===== src/serial_port_pkg.sv =====
// Purpose: Constants for the byte-wide serial master/slave port.
// Assumes: APB word-aligned registers, 25 MHz system clock.
// Notes:   Register offsets are local choices of this block.
//
// What this block does
// - Synchronous full-duplex; serial clock never faster than system clock over two.
// - Master-out line driven in master mode, input in slave mode.
// - Master-in line input in master mode, driven in slave mode.
// - Bit-order control picks MSB-first or LSB-first shifting.
// - Master generates serial clock at programmable rates; slave receives it.
// - Select is active low; four-wire slave ignores bus while select high.
// - Select-disable makes the port ignore the select line in both modes.
// - Master with select enabled sets mode fault when select is low.
// - Master-select control set means master, cleared means slave.
// - Master data write while idle loads shifter and starts full-duplex shifting.
// - Master transfer end sets done, copies byte to buffer, sets buffer full.
// - Master busy set by starting write, cleared after eighth clock period.
// - Slave transfer starts on select falling; master holds select low throughout.
// - Slave with select disabled transfers as soon as port is enabled.
// - Slave copies received byte to buffer only when buffer-full is clear.
// - Slave byte into full buffer is dropped and sets receive overrun.
// - Each slave byte sets done flag and buffer-full flag.
// - Data read or writing zero to buffer-full clears buffer-full.
// - Slave busy follows select, or port enable when select is disabled.
// - Polarity sets clock idle level; phase picks first or second edge sampling.
// - Master clock rate is system clock over 2, 4, 8 or 16.
// - Mode fault clears port enable and master select.
// - Data write while busy is dropped and sets write collision.
package serial_port_pkg;
  // Register byte offsets
  localparam logic [11:0] data_offset    = 12'h000;
  localparam logic [11:0] control_offset = 12'h004;
  localparam logic [11:0] status_offset  = 12'h008;
  // Control field positions
  localparam int ctl_enable   = 7;
  localparam int ctl_master   = 6;
  localparam int ctl_cpol     = 5;
  localparam int ctl_cpha     = 4;
  localparam int ctl_select_line_disable    = 3;
  localparam int ctl_lsb      = 2;
  localparam logic [7:0] control_reset = 8'h00;
  // Status field positions
  localparam int sts_done     = 7;
  localparam int sts_write_collision_flag     = 6;
  localparam int sts_mode_fault_flag     = 5;
  localparam int sts_ovf      = 4;
  localparam int sts_full     = 3;
  localparam int sts_busy     = 2;
  // Bits per byte shifted in each transfer
  localparam logic [3:0] bits_per_byte = 4'h8;
  typedef enum logic [1:0] {
    idle_st  = 2'b00,
    lead_st  = 2'b01,
    trail_st = 2'b11
  } master_state_t;
endpackage


===== src/serial_port.sv =====
// Purpose: Byte-wide full-duplex serial port, master or slave, APB registers.
// Assumes: Pins synchronous to clk; external clock at most clk/4 in slave mode.
// Notes:   No interrupt logic; flags are polled.
//
// The implementer's own choices: the APB interface to the registers and the address map.
`timescale 1ns/10ps
module serial_port
  import serial_port_pkg::*;
(
  input  wire logic        clk,
  input  wire logic        reset,
  input  wire logic        psel,
  input  wire logic        penable,
  input  wire logic        pwrite,
  input  wire logic [11:0] paddr,
  input  wire logic [31:0] pwdata,
  output logic      [31:0] prdata,
  output logic             pready,
  output logic             pslverr,
  input  wire logic        sck_in,
  output logic             sck_out,
  output logic             sck_oe,
  input  wire logic        mosi_in,
  output logic             mosi_out,
  output logic             mosi_oe,
  input  wire logic        miso_in,
  output logic             miso_out,
  output logic             miso_oe,
  input  wire logic        select_n
);

  // ----------------------------------------------------------------
  // Register state
  // ----------------------------------------------------------------
  logic [7:0] control;
  logic [7:0] rx_buffer;
  logic [7:0] shifter;
  logic       done_flag;
  logic       write_collision_flag_flag;
  logic       mode_fault_flag_flag;
  logic       ovf_flag;
  logic       full_flag;
  logic       master_busy;
  logic [3:0] bit_count;
  logic [3:0] div_count;
  logic       sample_bit;
  master_state_t state;

  // ----------------------------------------------------------------
  // Bus decode
  // ----------------------------------------------------------------
  wire access     = psel & penable;
  wire hit_data   = paddr == data_offset;
  wire hit_ctl    = paddr == control_offset;
  wire hit_sts    = paddr == status_offset;
  wire mapped     = hit_data | hit_ctl | hit_sts;
  wire wr_data    = access & pwrite & hit_data;
  wire wr_ctl     = access & pwrite & hit_ctl;
  wire wr_sts     = access & pwrite & hit_sts;
  wire rd_data    = access & ~pwrite & hit_data;
  wire [7:0] wbyte = pwdata[7:0];

  assign pready  = 1'b1;
  assign pslverr = access & ~mapped;

  // ----------------------------------------------------------------
  // Mode decode
  // ----------------------------------------------------------------
  wire enabled   = control[ctl_enable];
  wire is_master = control[ctl_master];
  wire cpol      = control[ctl_cpol];
  wire cpha      = control[ctl_cpha];
  wire select_line_disable     = control[ctl_select_line_disable];
  wire lsb_first = control[ctl_lsb];
  wire [1:0] rate = control[1:0];

  // Slave is selected by low select, or by enable alone when disabled
  wire slave_sel = enabled & ~is_master & (select_line_disable | ~select_n);
  wire busy      = is_master ? master_busy : (select_line_disable ? enabled : ~select_n);

  // Mode fault whenever master sees select low with select enabled
  wire mode_fault_flag_event = enabled & is_master & ~select_line_disable & ~select_n;

  // ----------------------------------------------------------------
  // Helpers
  // ----------------------------------------------------------------
  // Half period of the serial clock in system clocks: 1, 2, 4 or 8
  function automatic logic [3:0] half_period(input logic [1:0] r);
    case (r)
      2'b00:   half_period = 4'h1;
      2'b01:   half_period = 4'h2;
      2'b10:   half_period = 4'h4;
      default: half_period = 4'h8;
    endcase
  endfunction

  // Bit presented on the outgoing line
  function automatic logic out_bit(input logic [7:0] s, input logic lsb);
    out_bit = lsb ? s[0] : s[7];
  endfunction

  // Shift one bit in at the end opposite to the one going out
  function automatic logic [7:0] shift_in(input logic [7:0] s, input logic lsb,
                                          input logic b);
    shift_in = lsb ? {b, s[7:1]} : {s[6:0], b};
  endfunction

  // ----------------------------------------------------------------
  // Master clock divider: one-cycle tick per half period
  // ----------------------------------------------------------------
  wire tick = (state != idle_st) && (div_count == half_period(rate) - 4'h1);

  always_ff @(posedge clk or posedge reset) begin
    if (reset) begin
      div_count <= 4'h0;
    end else if (state == idle_st || tick) begin
      div_count <= 4'h0;
    end else begin
      div_count <= div_count + 4'h1;
    end
  end

  // ----------------------------------------------------------------
  // Slave edge detection on the incoming clock (inputs are synchronous)
  // ----------------------------------------------------------------
  logic sck_prev;
  logic sel_prev;
  always_ff @(posedge clk or posedge reset) begin
    if (reset) begin
      sck_prev <= 1'b0;
      sel_prev <= 1'b0;
    end else begin
      sck_prev <= sck_in;
      sel_prev <= slave_sel;
    end
  end

  wire s_rise    = sck_in & ~sck_prev;
  wire s_fall    = ~sck_in & sck_prev;
  // Leading edge leaves the idle level, trailing edge returns to it
  wire s_lead    = slave_sel & sel_prev & (cpol ? s_fall : s_rise);
  wire s_trail   = slave_sel & sel_prev & (cpol ? s_rise : s_fall);
  wire s_sample  = cpha ? s_trail : s_lead;
  wire s_shift   = cpha ? s_lead : s_trail;
  wire s_start   = slave_sel & ~sel_prev;

  // ----------------------------------------------------------------
  // Master sample/shift points
  // ----------------------------------------------------------------
  wire m_lead    = tick & (state == lead_st);
  wire m_trail   = tick & (state == trail_st);
  wire m_sample  = cpha ? m_trail : m_lead;
  wire m_shift   = cpha ? m_lead : m_trail;
  // Phase zero samples on leads, so the eighth period ends after eight samples;
  // phase one samples on trails, so the eighth trail is itself the last sample.
  wire [3:0] last_count = cpha ? bits_per_byte - 4'h1 : bits_per_byte;
  wire m_last    = m_trail & (bit_count == last_count);
  wire m_start   = wr_data & is_master & enabled & ~master_busy;

  wire sample    = is_master ? m_sample : s_sample;
  wire shift_now = is_master ? m_shift : s_shift;
  // No shift before the first sample: the head bit is already on the line
  wire shift_ok  = shift_now & (bit_count != 4'h0);
  wire in_bit    = is_master ? miso_in : mosi_in;

  // Slave byte completes on the eighth sampling edge
  wire s_done    = ~is_master & s_sample & (bit_count == bits_per_byte - 4'h1);
  wire byte_done = m_last | s_done;
  wire last_in   = (is_master & ~cpha) ? sample_bit : in_bit;
  wire [7:0] rx_byte = shift_in(shifter, lsb_first, last_in);

  // ----------------------------------------------------------------
  // Master sequencer
  // ----------------------------------------------------------------
  master_state_t next_state;
  always_comb begin
    next_state = state;
    case (state)
      idle_st:  if (m_start) next_state = lead_st;
      lead_st:  if (tick) next_state = trail_st;
      trail_st: if (tick) next_state = m_last ? idle_st : lead_st;
      default:  next_state = idle_st;
    endcase
    if (!is_master || !enabled) next_state = idle_st;
  end

  always_ff @(posedge clk or posedge reset) begin
    if (reset) begin
      state <= idle_st;
    end else begin
      state <= next_state;
    end
  end

  // Busy from the starting write until the eighth period ends
  always_ff @(posedge clk or posedge reset) begin
    if (reset) begin
      master_busy <= 1'b0;
    end else begin
      master_busy <= (next_state != idle_st);
    end
  end

  // ----------------------------------------------------------------
  // Shift register and bit counter
  // ----------------------------------------------------------------
  // Sample latches the incoming bit; the shift edge moves it in, so the
  // outgoing bit stays stable for a full half period.
  always_ff @(posedge clk or posedge reset) begin
    if (reset) begin
      shifter    <= 8'h00;
      sample_bit <= 1'b0;
      bit_count  <= 4'h0;
    end else if (m_start || (wr_data && !is_master && !busy)) begin
      shifter   <= wbyte;
      bit_count <= 4'h0;
    end else if (s_start || state == idle_st && is_master) begin
      bit_count <= 4'h0;
      if (byte_done) shifter <= rx_byte;
    end else begin
      if (sample) sample_bit <= in_bit;
      // Master leaves the shifter alone at the end so the line holds its last bit
      if (byte_done) begin
        if (s_done) shifter <= rx_byte;
        bit_count <= 4'h0;
      end else if (shift_ok) begin
        shifter <= shift_in(shifter, lsb_first, sample_bit);
      end
      if (sample && !byte_done) bit_count <= bit_count + 4'h1;
    end
  end

  // ----------------------------------------------------------------
  // Control register; mode fault takes enable and master away
  // ----------------------------------------------------------------
  always_ff @(posedge clk or posedge reset) begin
    if (reset) begin
      control <= control_reset;
    end else begin
      if (wr_ctl) control <= wbyte;
      if (mode_fault_flag_event) begin
        control[ctl_enable] <= 1'b0;
        control[ctl_master] <= 1'b0;
      end
    end
  end

  // ----------------------------------------------------------------
  // Receive buffer and status flags; a hardware set wins over a clear
  // ----------------------------------------------------------------
  wire load_buf  = byte_done & (is_master | ~full_flag);
  wire ovf_event = s_done & full_flag;
  wire write_collision_flag_event = wr_data & busy;
  wire wr_ok     = wr_data & ~busy;

  always_ff @(posedge clk or posedge reset) begin
    if (reset) begin
      rx_buffer <= 8'h00;
    end else if (load_buf) begin
      rx_buffer <= rx_byte;
    end
  end

  always_ff @(posedge clk or posedge reset) begin
    if (reset) begin
      done_flag <= 1'b0;
      write_collision_flag_flag <= 1'b0;
      mode_fault_flag_flag <= 1'b0;
      ovf_flag  <= 1'b0;
      full_flag <= 1'b0;
    end else begin
      done_flag <= byte_done | (done_flag & ~(wr_sts & ~pwdata[sts_done]));
      write_collision_flag_flag <= write_collision_flag_event |
                   (write_collision_flag_flag & ~(wr_sts & ~pwdata[sts_write_collision_flag]) & ~wr_ok);
      mode_fault_flag_flag <= mode_fault_flag_event | (mode_fault_flag_flag & ~(wr_sts & ~pwdata[sts_mode_fault_flag]));
      ovf_flag  <= ovf_event |
                   (ovf_flag & ~(wr_sts & ~pwdata[sts_ovf]) & ~rd_data);
      full_flag <= load_buf |
                   (full_flag & ~rd_data & ~(wr_sts & ~pwdata[sts_full]));
    end
  end

  // ----------------------------------------------------------------
  // Read data
  // ----------------------------------------------------------------
  wire [7:0] status_byte = {done_flag, write_collision_flag_flag, mode_fault_flag_flag, ovf_flag,
                            full_flag, busy, 2'b00};
  wire [7:0] read_byte = hit_data ? rx_buffer :
                         hit_ctl  ? control   :
                         hit_sts  ? status_byte : 8'h00;

  always_ff @(posedge clk or posedge reset) begin
    if (reset) begin
      prdata <= 32'h0000_0000;
    end else if (psel && !penable && !pwrite) begin
      prdata <= {24'h00_0000, read_byte};
    end
  end

  // ----------------------------------------------------------------
  // Pins
  // ----------------------------------------------------------------
  // Serial clock: idle level is polarity, toggles in the trailing half
  always_ff @(posedge clk or posedge reset) begin
    if (reset) begin
      sck_out <= 1'b0;
    end else begin
      sck_out <= (next_state == trail_st) ? ~cpol : cpol;
    end
  end

  // Outgoing bit is the shifter head itself; an extra flop would move the
  // bit onto the far end's sampling edge at the fastest rate.
  wire tx_bit = out_bit(shifter, lsb_first);

  assign sck_oe   = enabled & is_master;
  assign mosi_out = tx_bit;
  assign mosi_oe  = enabled & is_master;
  assign miso_out = tx_bit;
  assign miso_oe  = slave_sel;

endmodule // serial_port


===== config.mk =====
export PLATFORM = sky130hd
export DESIGN_NAME = serial_port
export DESIGN_NICKNAME = d
export VERILOG_FILES = /design/src/serial_port_pkg.sv /design/src/serial_port.sv
export SDC_FILE = /design/constraint.sdc
export NUM_CORES = 1
export LEC_CHECK = 0
export ABC_AREA = 1
export BUFFER_PORTS_ARGS = -buffer_cell sky130_fd_sc_hd__clkbuf_2
export CORE_MARGIN = 4
export CORE_UTILIZATION = 48
export CTS_CLUSTER_DIAMETER = 150
export CTS_CLUSTER_SIZE = 8
export DETAILED_ROUTE_END_ITERATION = 7
export PLACE_DENSITY = 0.77
export SYNTH_ARGS = -nofsm -noshare
export SYNTH_HDL_FRONTEND = slang
export SYNTH_SLANG_ARGS = --single-unit
export TNS_END_PERCENT = 50

===== constraint.sdc =====
create_clock -name clk -period 1.73 [get_ports clk]
set_clock_uncertainty 0.1 [all_clocks]
set_input_delay 0.346 -clock clk [delete_from_list [all_inputs] [get_ports clk]]
set_output_delay 0.346 -clock clk [all_outputs]
set_load 0.01 [all_outputs]

==> key figures, run 1 <==
STA
  – # setup viols final: 19
  – Setup TNS: -1210 ps
  – Max-slew headroom: 59.6%
  – Final min period: approximately 1900 ps
  – Tcrit/Tclk final: 108%
  – PnR worst setup slack: -137 ps
  – FMAX: roughly 0.54 GHz
  – Max-slew violation count: 0
  – Slew @ Worst Pin: 600 ps
  – RSZ-0062 raised after global routing: true
  – Final number of hold-violating endpoints: 0

Routing
  – 1st-pass router iterations: 7
  – DRC viols: 0
  – Final WL: 8.43 mm
  – Vias post-DR: 3193
  – Iteration-0 DRC count of the detailed router: 205
  – Final ANT Viol Nets: 0
  – Avg Vias per Cell: 5.20
  – Wire per inst: 13.7 um

Clock tree
  – CTS tree: built
  – CTS Buffer Depth: 2
  – # clock sinks: 52
  – Root Buffer: clkbuf_8
  – Clk pin slew, worst setup/hold paths: approximately 100 ps
  – H-tree levels: 2
  – CTS Buf Count: 5
  – Clock Latency Late Sink: 320 ps

Floorplan
  – DIE AREA: 8260 um^2
  – Die width: between 90 and 100 um
  – Core area: 6490 um^2
  – # rows: 29
  – IO Count: 93
  – Starting Density: 50.8%
  – Die Ht: 90.9 um

Worst setup path
  – Worst Path Required: around 1800 ps
  – Setup slack, reg-to-reg: -140 ps
  – Family with the most delay on the worst path: simple AND/OR/NAND/NOR gates
  – Critical path type: flip-flop to flip-flop
  – CP Launch Type: flip-flop
  – CP endpoint kind: flip-flop
  – CP peak stage delay: 450 ps
  – Most used cell, CP: nand2_1
  – Worst endpoint data arrival time: between 1500 and 2000 ps
  – Worst-path maximum fanout: 7
  – Worst-path cell chain: o21bai_1 > nand2_1 > nor2_4 > nand3_2 > nand2_1 > nand2_1 > nor2_2 > o21ai_4 > buf_12 > nand2_2 > o21ai_1
  – Bufs and invs on worst path: 1
  – Worst path slowest cell: dfrtp_2

Power and ir drop
  – Max VDD drop: roughly 320 uV
  – LEAKAGE: 2.23 nW
  – Power Dens Cells: 630 nW/um^2

Yosys
  – Main synth FF type: dfrtp_1
  – Yosys warning count: 0
  – Seq/Total Area, Yosys: 39.4%
  – Most numerous cell in the Yosys netlist: nand2_1
  – Post-synth top area share: between 30% and 40%
  – Area leader, netlist: dfrtp_1
  – Post-synth EDFFs: 0
  – Post-synthesis instance total: 426
  – Post-synthesis cell type count: 50
  – Seq cells post-synth: 52
  – Post-Syn Area per Cell: 7.75 um^2
  – Post-Syn Area: between 3000 and 4000 um^2
  – Synth top area cells: dfrtp_1, nand2_1, buf_4, inv_1, o21ai_0
  – Async set-reset flop share out of synthesis: 100%
  – Post-synth top cells: nand2_1, dfrtp_1, inv_1, o21ai_0, nor2_1

Run
  – Max-Cap Viols: 0

Global routing
  – Gr ovfl total: 0
  – Largest net degree at the start of global routing: 29
  – Initial antenna violation count: 0
  – Vias in the first global route: 3070
  – First-pass GRT wire length: between 10 and 15 mm
  – Global Route Usage Sum: 20.2%

Cells and area
  – # diodes: 0
  – Filler cell count: 514
  – Sequential cell area: 1310 um^2
  – Layout Utilization: 65.1%
  – Multi-input gate area: 1700 um^2
  – Layout area overhead: 28.1%
  – Final net count: 592
  – Share of layout cells above drive strength 1: roughly 36%

Hold path
  – Path category of the worst min-delay check: primary input to flip-flop

Outcome
  – Status: finished with violations
  – Violated checks: setup timing

Placed design
  – Number of port buffers: 43
  – Dpl hpwl: between 6 and 7 mm
  – GP Congestion: 0.893
==> cell usage in the layout, fill, tap and decap left out, types with 3 or more instances in the layout <==
master,instances
dfrtp_1,49
nand2_1,83
nor2_4,3
nor2_2,5
nand4_1,6
o21ai_2,7
nor3_1,3
nor2_1,30
inv_2,8
nand2_4,5
a21oi_1,16
dfrtp_2,3
ha_1,3
buf_4,65
o22a_1,3
conb_1,25
buf_12,4
nand3_2,4
clkbuf_8,5
o21ai_0,27
nand3_1,20
o21ai_1,8
inv_1,50
clkbuf_2,42
nand2_2,20
==> cell families after synthesis <==
group / count (synthesis) / share of synthesized area [%]
mux: 2 / 0.607
fa+ha+maj: 3 / 1.14
flops: 52 / 39.4
xor+xnor: 4 / 1.29
simple gates: 189 / 27.6
compound gates: 79 / 14.8
buf+inv: 95 / 14.9
other cells: 2 / 0.228
==> cell type report <==
cell class | instances | area share (%)
inverter | 61 | 5.62
clock inverter | 3 | 0.533
clock buffer | 5 | 1.63
multi-input combinational | 302 | 40.1
sequential | 52 | 30.9
timing repair buffer | 113 | 18.8
tap | 77 | 2.28
timing repair inverter | 1 | 0.148
==> per-layer routing <==
metal | share of wire, % | up-vias | global-route usage [%]
met2 | 50 | 128 | 36.1
met4 | 2.7 | 0 | 6.66
met1 | 41 | 1509 | 24.7
li1 | - | 1533 | -
met3 | 6.3 | 23 | 3.50
met5 | 0 | - | 0
==> where the power goes <==
| group | switching, mW | leakage, nW | internal, mW | total, mW |
|---|---|---|---|---|
| registers | 0.0454 | 0.655 | 1.28 | 1.32 |
| logic | 0.340 | 1.53 | 0.274 | 0.614 |
| clock network | 0.435 | 0.0485 | 0.291 | 0.726 |
==> timing repair <==
action                                  4_1_cts  5_1_grt
endpoints found under the setup margin       23       31
hold buffers                                  1        0
gates resized for setup                      11       32
cloned                                        0        1
setup buffers                                 3        5
pin swaps                                    12       11
endpoints found under the hold margin        16        0
==> registers in the layout, summed over array words and instances, names as in the netlist, 2 cells and up <==
signal	count
rx_buffer	8
bit_count	4
state	2
div_count	4
prdata	8
control	8
shifter	8
==> final timing paths <==
kind | start | endpoint | cells after the start
setup reg to reg | control[1] | shifter[6] | 11
min in group asynchronous | reset | done_flag | 3
setup / recovery | control[1] | shifter[6] | 11
max in group asynchronous | reset | control[1] | 4
hold / removal | sck_in | sck_prev | 1
hold reg to reg | prdata[1] | prdata[1] | 1
==> per-stage QoR <==
stage / instances / instance area [um^2] / hold slack (ps) / worst slack (ps) / power [mW]
floorplan: 449 / 3390 / 277 / 26.1 / 1.69
global placement: 598 / 3940 / 246 / -114 / 1.91
detailed placement: 598 / 3940 / 252 / -129 / 1.92
CTS: 608 / 4110 / 81.8 / -130 / 2.64
global route: 614 / 4230 / 85.9 / -196 / 2.79
finish: 614 / 4230 / 79.9 / -137 / 2.66
Note: power is estimated with default switching activity, not from simulation.
==> run 2, diff against run 1 <==
Settings changed: CORE_UTILIZATION 48 to 53, PLACE_DENSITY 0.77 to 0.81, SKIP_LAST_GASP from default to 1.
Clock period 1.73 ns to 1.9 ns, I/O delays scaled along.
==> key figures, run 2 (same netlist as run 1, synthesis figures left out) <==
Outcome
  – Status: complete, no violations

Cells and area
  – # diodes: 0 (unchanged)
  – Filler cell count: 501 (-2.5%)
  – Final net count: 557 (-5.9%)
  – Multi-input gate area: 1680 um^2 (-0.81%)
  – Sequential cell area: 1300 um^2 (about the same)
  – Layout area overhead: 18.6%
  – Final Cell Area: 3910 um^2 (-7.4%)
  – Share of layout cells above drive strength 1: 29.7% (-6.4 points)
  – Most frequent cells in the layout: nand2_1, inv_1, dfrtp_1
  – Layout Utilization: 65.3% (+0.23 points)
  – Commonest non-fill, non-tap cell in the layout: nand2_1

Worst setup path
  – Critical path type: flip-flop to flip-flop
  – Worst-path maximum fanout: 7 (unchanged)
  – CP peak stage delay: 410 ps (-40 ps)
  – Reg2reg start: bit_count[0]
  – CP Launch Type: flip-flop
  – Bufs and invs on worst path: 2 (+1)
  – Setup slack, reg-to-reg: 10 ps (+150 ps)
  – Worst path slowest cell: dfrtp_1
  – Worst endpoint data arrival time: 1990 ps (about the same)
  – Worst Path Required: 2000 ps (+160 ps)
  – R2R depth: 9 (-2)
  – Family with the most delay on the worst path: simple AND/OR/NAND/NOR gates
  – CP endpoint kind: flip-flop
  – Crit Reg-Reg Endpoint: shifter[3]
  – Worst-path cell chain: ha_1 > inv_1 > nor3_1 > nand3_4 > nand3_4 > o21ai_4 > buf_12 > nand2_1 > nand2_1

STA
  – Final min period: 1890 ps (+20.2 ps)
  – Final number of hold-violating endpoints: 0 (unchanged)
  – Tcrit/Tclk final: 99.3% (-8.6 points)
  – Max-slew headroom: 61.3% (+1.8 points)
  – RSZ-0062 raised after global routing: true
  – Final hold slack: 120 ps (+39.8 ps)
  – Max-slew violation count: 0 (unchanged)
  – FMAX: 0.530 GHz (-1.1%)
  – Setup TNS: 0 ps (+1210 ps)
  – # setup viols final: 0 (-19)
  – Slew @ Worst Pin: 574 ps (-26.4 ps)

Floorplan
  – Starting Density: 55.1% (+4.3 points)
  – IO Count: 93 (unchanged)
  – DIE AREA: 7550 um^2 (-8.6%)
  – Die width: 86.9 um (-4.4%)
  – # rows: 28 (-3.4%)
  – Die Ht: 86.9 um (-4.4%)
  – Core area: 5990 um^2 (-7.8%)

Placed design
  – GP Congestion: 0.896 (+0.26%)
  – Number of port buffers: 43 (unchanged)
  – Dpl hpwl: 5.90 mm (-5.8%)
  – Post-DP Area: 3630 um^2 (-7.8%)

Power and ir drop
  – Power Dens Cells: 592 nW/um^2 (-6.0%)
  – Sw power: 0.725 mW (-12%)
  – Pint: 1.59 mW (-13%)
  – Seq pwr share: 52.0% (+2.4 points)
  – Sw Share: 31.3% (+0.44 points)
  – Comb pwr share: 21.0% (-2.1 points)
  – Max VDD drop: 311 uV (-2.7%)
  – LEAKAGE: 2.02 nW (-9.7%)
  – Clock power frac: 27.0% (-0.3 points)

Hold path
  – Hold EP: sck_prev
  – Hold Crit Depth: 1 (unchanged)
  – Min-delay src: sck_in
  – Path category of the worst min-delay check: primary input to flip-flop

Global routing
  – First-pass GRT wire length: 12.5 mm (-8.4%)
  – Global Route Usage Sum: 20.8% (+0.54 points)
  – Largest net degree at the start of global routing: 36 (+24%)
  – Gr ovfl total: 0 (unchanged)
  – Vias in the first global route: 2787 (-9.2%)
  – Initial antenna violation count: 0 (unchanged)

Routing
  – Iteration-0 DRC count of the detailed router: 283 (+38%)
  – Final WL: 8.01 mm (-5.0%)
  – Wire per inst: 13.9 um (+1.3%)
  – Avg Vias per Cell: 5.21 (+0.12%)
  – DRC viols: 0 (unchanged)
  – 1st-pass router iterations: 4 (-3)
  – Vias post-DR: 2999 (-6.1%)
  – Final ANT Viol Nets: 0 (unchanged)

Clock tree
  – Clk pin slew, worst setup/hold paths: 100 ps (about the same)
  – Root Buffer: clkbuf_8
  – H-tree levels: 2 (unchanged)
  – # clock sinks: 52 (unchanged)
  – CTS Buf Count: 5 (unchanged)
  – Clock Latency Late Sink: 310 ps (about the same)
  – CTS tree: built
  – CTS Buffer Depth: 2 (unchanged)

Run
  – Max-Cap Viols: 0 (unchanged)
[run 2: cell type report]
cell class / count / area share (%)
clock buffers: 5 / 1.76
clock inverters: 2 / 0.320
inverters: 61 / 6.04
multi-input cells: 302 / 43.0
flip-flops and latches: 52 / 33.3
well taps: 75 / 2.40
repair buffers: 78 / 13.0
repair inverters: 1 / 0.128
[run 2: per-stage QoR]
stage	worst slack, ps	power [mW]	instances
CTS	30.0	2.27	568
global route	-145	2.42	576
finish	12.7	2.32	576
floorplan	162	1.54	449
global placement	23.2	1.65	557
detailed placement	-21.9	1.66	557
[run 2: how the worst max path moves through the flow]
stage                     slack (ps)      endpoint          from  depth (start not counted)
after floorplan                  160  bit_count[0]         reset                          1
after global placement            20    shifter[0]        sck_in                         12
after detailed placement         -20    shifter[0]        sck_in                         12
after CTS                         30    shifter[3]    control[1]                         12
after global routing            -150  bit_count[1]    control[3]                         11
final                             10    shifter[3]  bit_count[0]                          9
[run 2: power groups by stage]
stage          sequential (mW)  combinational [mW]  clock [mW]
6_report                  1.20               0.487       0.626
5_1_grt                   1.21               0.536       0.671
4_1_cts                   1.20               0.447       0.624
3_5_place_dp              1.22               0.442           0
3_3_place_gp              1.22               0.429           0
2_1_floorplan             1.23               0.314           0
[run 2: per-layer routing]
metal  global-route usage, %  vias up  share of wire, %
met4                    4.82        0               1.9
met5                       0        -                 0
met1                    27.3     1397                41
met3                    3.60       17               7.1
li1                        -     1467                 -
met2                    35.7      118                50
[run 2: worst register-to-register path: stages, from the launching register on]
cell     delay, ps
dfrtp_1        410
ha_1           200
inv_1           50
nor3_1         290
nand3_4        240
nand3_4        150
o21ai_4        100
buf_12         150
nand2_1         50
nand2_1         50
[run 2: repair_timing]
action	4_1_cts	5_1_grt
pin swaps	0	7
hold endpoints to repair	17	0
hold buffers	1	0
setup buffers	3	8
cloned	0	1
setup endpoints to repair	7	21
gates resized for setup	0	28
==> run 3, diff against run 2 <==
Settings changed: RECOVER_POWER from default to 25.
==> key figures, run 3 (same netlist as run 1, synthesis figures left out) <==
Outcome
  – Status: complete, no violations

Floorplan
  – # rows: 28 (unchanged)
  – Starting Density: 55.1% (unchanged)
  – Core area: 5990 um^2 (unchanged)
  – Die width: 86.9 um (unchanged)
  – Die Ht: 86.9 um (unchanged)
  – DIE AREA: 7550 um^2 (unchanged)
  – IO Count: 93 (unchanged)

Worst setup path
  – CP endpoint kind: flip-flop
  – CP Launch Type: flip-flop
  – Worst Path Required: 2010 ps (about the same)
  – Setup crit start: bit_count[0]
  – Worst-path maximum fanout: 7 (unchanged)
  – Critical path type: flip-flop to flip-flop
  – Worst endpoint data arrival time: 2000 ps (about the same)
  – Reg2reg start: bit_count[0]

Clock tree
  – H-tree levels: 2 (unchanged)
  – Clk pin slew, worst setup/hold paths: 100 ps (about the same)
  – CTS tree: built
  – Root Buffer: clkbuf_8
  – CTS Buf Count: 5 (unchanged)
  – CTS Buffer Depth: 2 (unchanged)
  – # clock sinks: 52 (unchanged)
  – Clock Latency Late Sink: 310 ps (about the same)

Power and ir drop
  – Power Dens Cells: 594 nW/um^2 (+0.35%)
  – LEAKAGE: 2.01 nW (-0.54%)
  – Max VDD drop: 310 uV (-0.35%)

Cells and area
  – Commonest non-fill, non-tap cell in the layout: nand2_1
  – Filler cell count: 505 (+0.80%)
  – Final Cell Area: 3890 um^2 (-0.51%)
  – Layout area overhead: 18.0%
  – Most frequent cells in the layout: nand2_1, inv_1, dfrtp_1
  – Share of layout cells above drive strength 1: 28.7% (-1.0 points)
  – # diodes: 0 (unchanged)
  – Final net count: 557 (unchanged)
  – Fin cells: 576 (unchanged)

Placed design
  – Post-DP Area: 3630 um^2 (unchanged)
  – Number of port buffers: 43 (unchanged)
  – Placed Cells: 557 (unchanged)
  – GP Congestion: 0.896 (unchanged)
  – Dpl hpwl: 5.90 mm (unchanged)

STA
  – FMAX: 0.529 GHz (-0.24%)
  – RSZ-0062 raised after global routing: true
  – Final min period: 1890 ps (+4.61 ps)
  – # setup viols final: 0 (unchanged)
  – Slew @ Worst Pin: 709 ps (+135 ps)
  – Tcrit/Tclk final: 99.6% (+0.24 points)
  – Final number of hold-violating endpoints: 0 (unchanged)
  – Max-slew headroom: 52.7% (-8.6 points)
  – Max-slew violation count: 0 (unchanged)

Global routing
  – Gr ovfl total: 0 (unchanged)
  – First-pass GRT wire length: 12.5 mm (unchanged)
  – Largest net degree at the start of global routing: 36 (unchanged)
  – Initial antenna violation count: 0 (unchanged)
  – Global Route Usage Sum: 20.8% (unchanged)
  – Vias in the first global route: 2787 (unchanged)

Routing
  – DRC viols: 0 (unchanged)
  – Final ANT Viol Nets: 0 (unchanged)
  – Iteration-0 DRC count of the detailed router: 286 (+1.1%)
  – Final WL: 8.08 mm (+0.97%)
  – Avg Vias per Cell: 5.27 (+1.1%)
  – Vias post-DR: 3033 (+1.1%)
  – 1st-pass router iterations: 5 (+1)
  – Wire per inst: 14.0 um (+0.97%)

Run
  – Max-Cap Viols: 0 (unchanged)

Hold path
  – Path category of the worst min-delay check: primary input to flip-flop
  – Min-delay src: sck_in
-- run 3: worst paths after layout --
| path | endpoint | slack, ps | cells after the start |
|---|---|---|---|
| worst min register to register | shifter[2] | 390 | 2 |
| max in group asynchronous | control[1] | 170 | 4 |
| worst max register to register | shifter[3] | 8 | 9 |
| min in group asynchronous | div_count[2] | 600 | 3 |
| worst min-delay path | sck_prev | 130 | 1 |
| worst max-delay path | shifter[3] | 8 | 9 |
-- run 3: metal layers --
| metal | vias to the layer above | share of wire (%) | global-route usage (%) |
|---|---|---|---|
| met5 | - | 0 | 0 |
| li1 | 1469 | - | - |
| met2 | 127 | 50 | 35.7 |
| met4 | 0 | 1.5 | 4.82 |
| met1 | 1418 | 41 | 27.3 |
| met3 | 19 | 8.1 | 3.60 |
-- run 3: critical path, stage by stage, from the launching register on --
cell,delay [ps]
dfrtp_1,410
ha_1,200
inv_1,50
nor3_1,290
nand3_4,240
nand3_4,150
o21ai_4,100
buf_12,140
nand2_1,50
nand2_1,50
-- run 3: where the power goes --
part           switching, mW  internal, mW  leakage, nW  total, mW
Clock                  0.375         0.251       0.0400      0.626
Sequential            0.0427          1.16        0.656       1.20
Combinational          0.306         0.176         1.31      0.483
-- run 3: through the flow --
stage	total power, mW	worst slack (ps)	hold slack (ps)	setup TNS [ps]	util [%]
6_report	2.31	8.07	130	0	65.0
5_1_grt	2.41	-145	135	-2440	65.0
2_1_floorplan	1.54	162	311	0	-
3_5_place_dp	1.66	-21.9	287	-105	60.6
3_3_place_gp	1.65	23.2	279	0	60.6
4_1_cts	2.27	30.0	124	0	62.7
-- run 3: cell type report --
class                   instances  area (um^2)  area share (%)
clock buffers                   5         68.8            1.77
clock inverters                 2         12.5           0.321
inverters                      61          236            6.08
multi-input cells             302         1680            43.1
flip-flops and latches         52         1300            33.5
well taps                      75         93.8            2.41
repair buffers                 78          494            12.7
repair inverters                1         5.00           0.129
-- run 3: repair_timing --
action | in CTS | in global routing
setup endpoints to repair | 7 | 21
resized for setup | 0 | 28
gates cloned | 0 | 1
hold buffers | 1 | 0
pin swaps | 0 | 7
endpoints found under the hold margin | 17 | 0
buffers inserted | 3 | 8
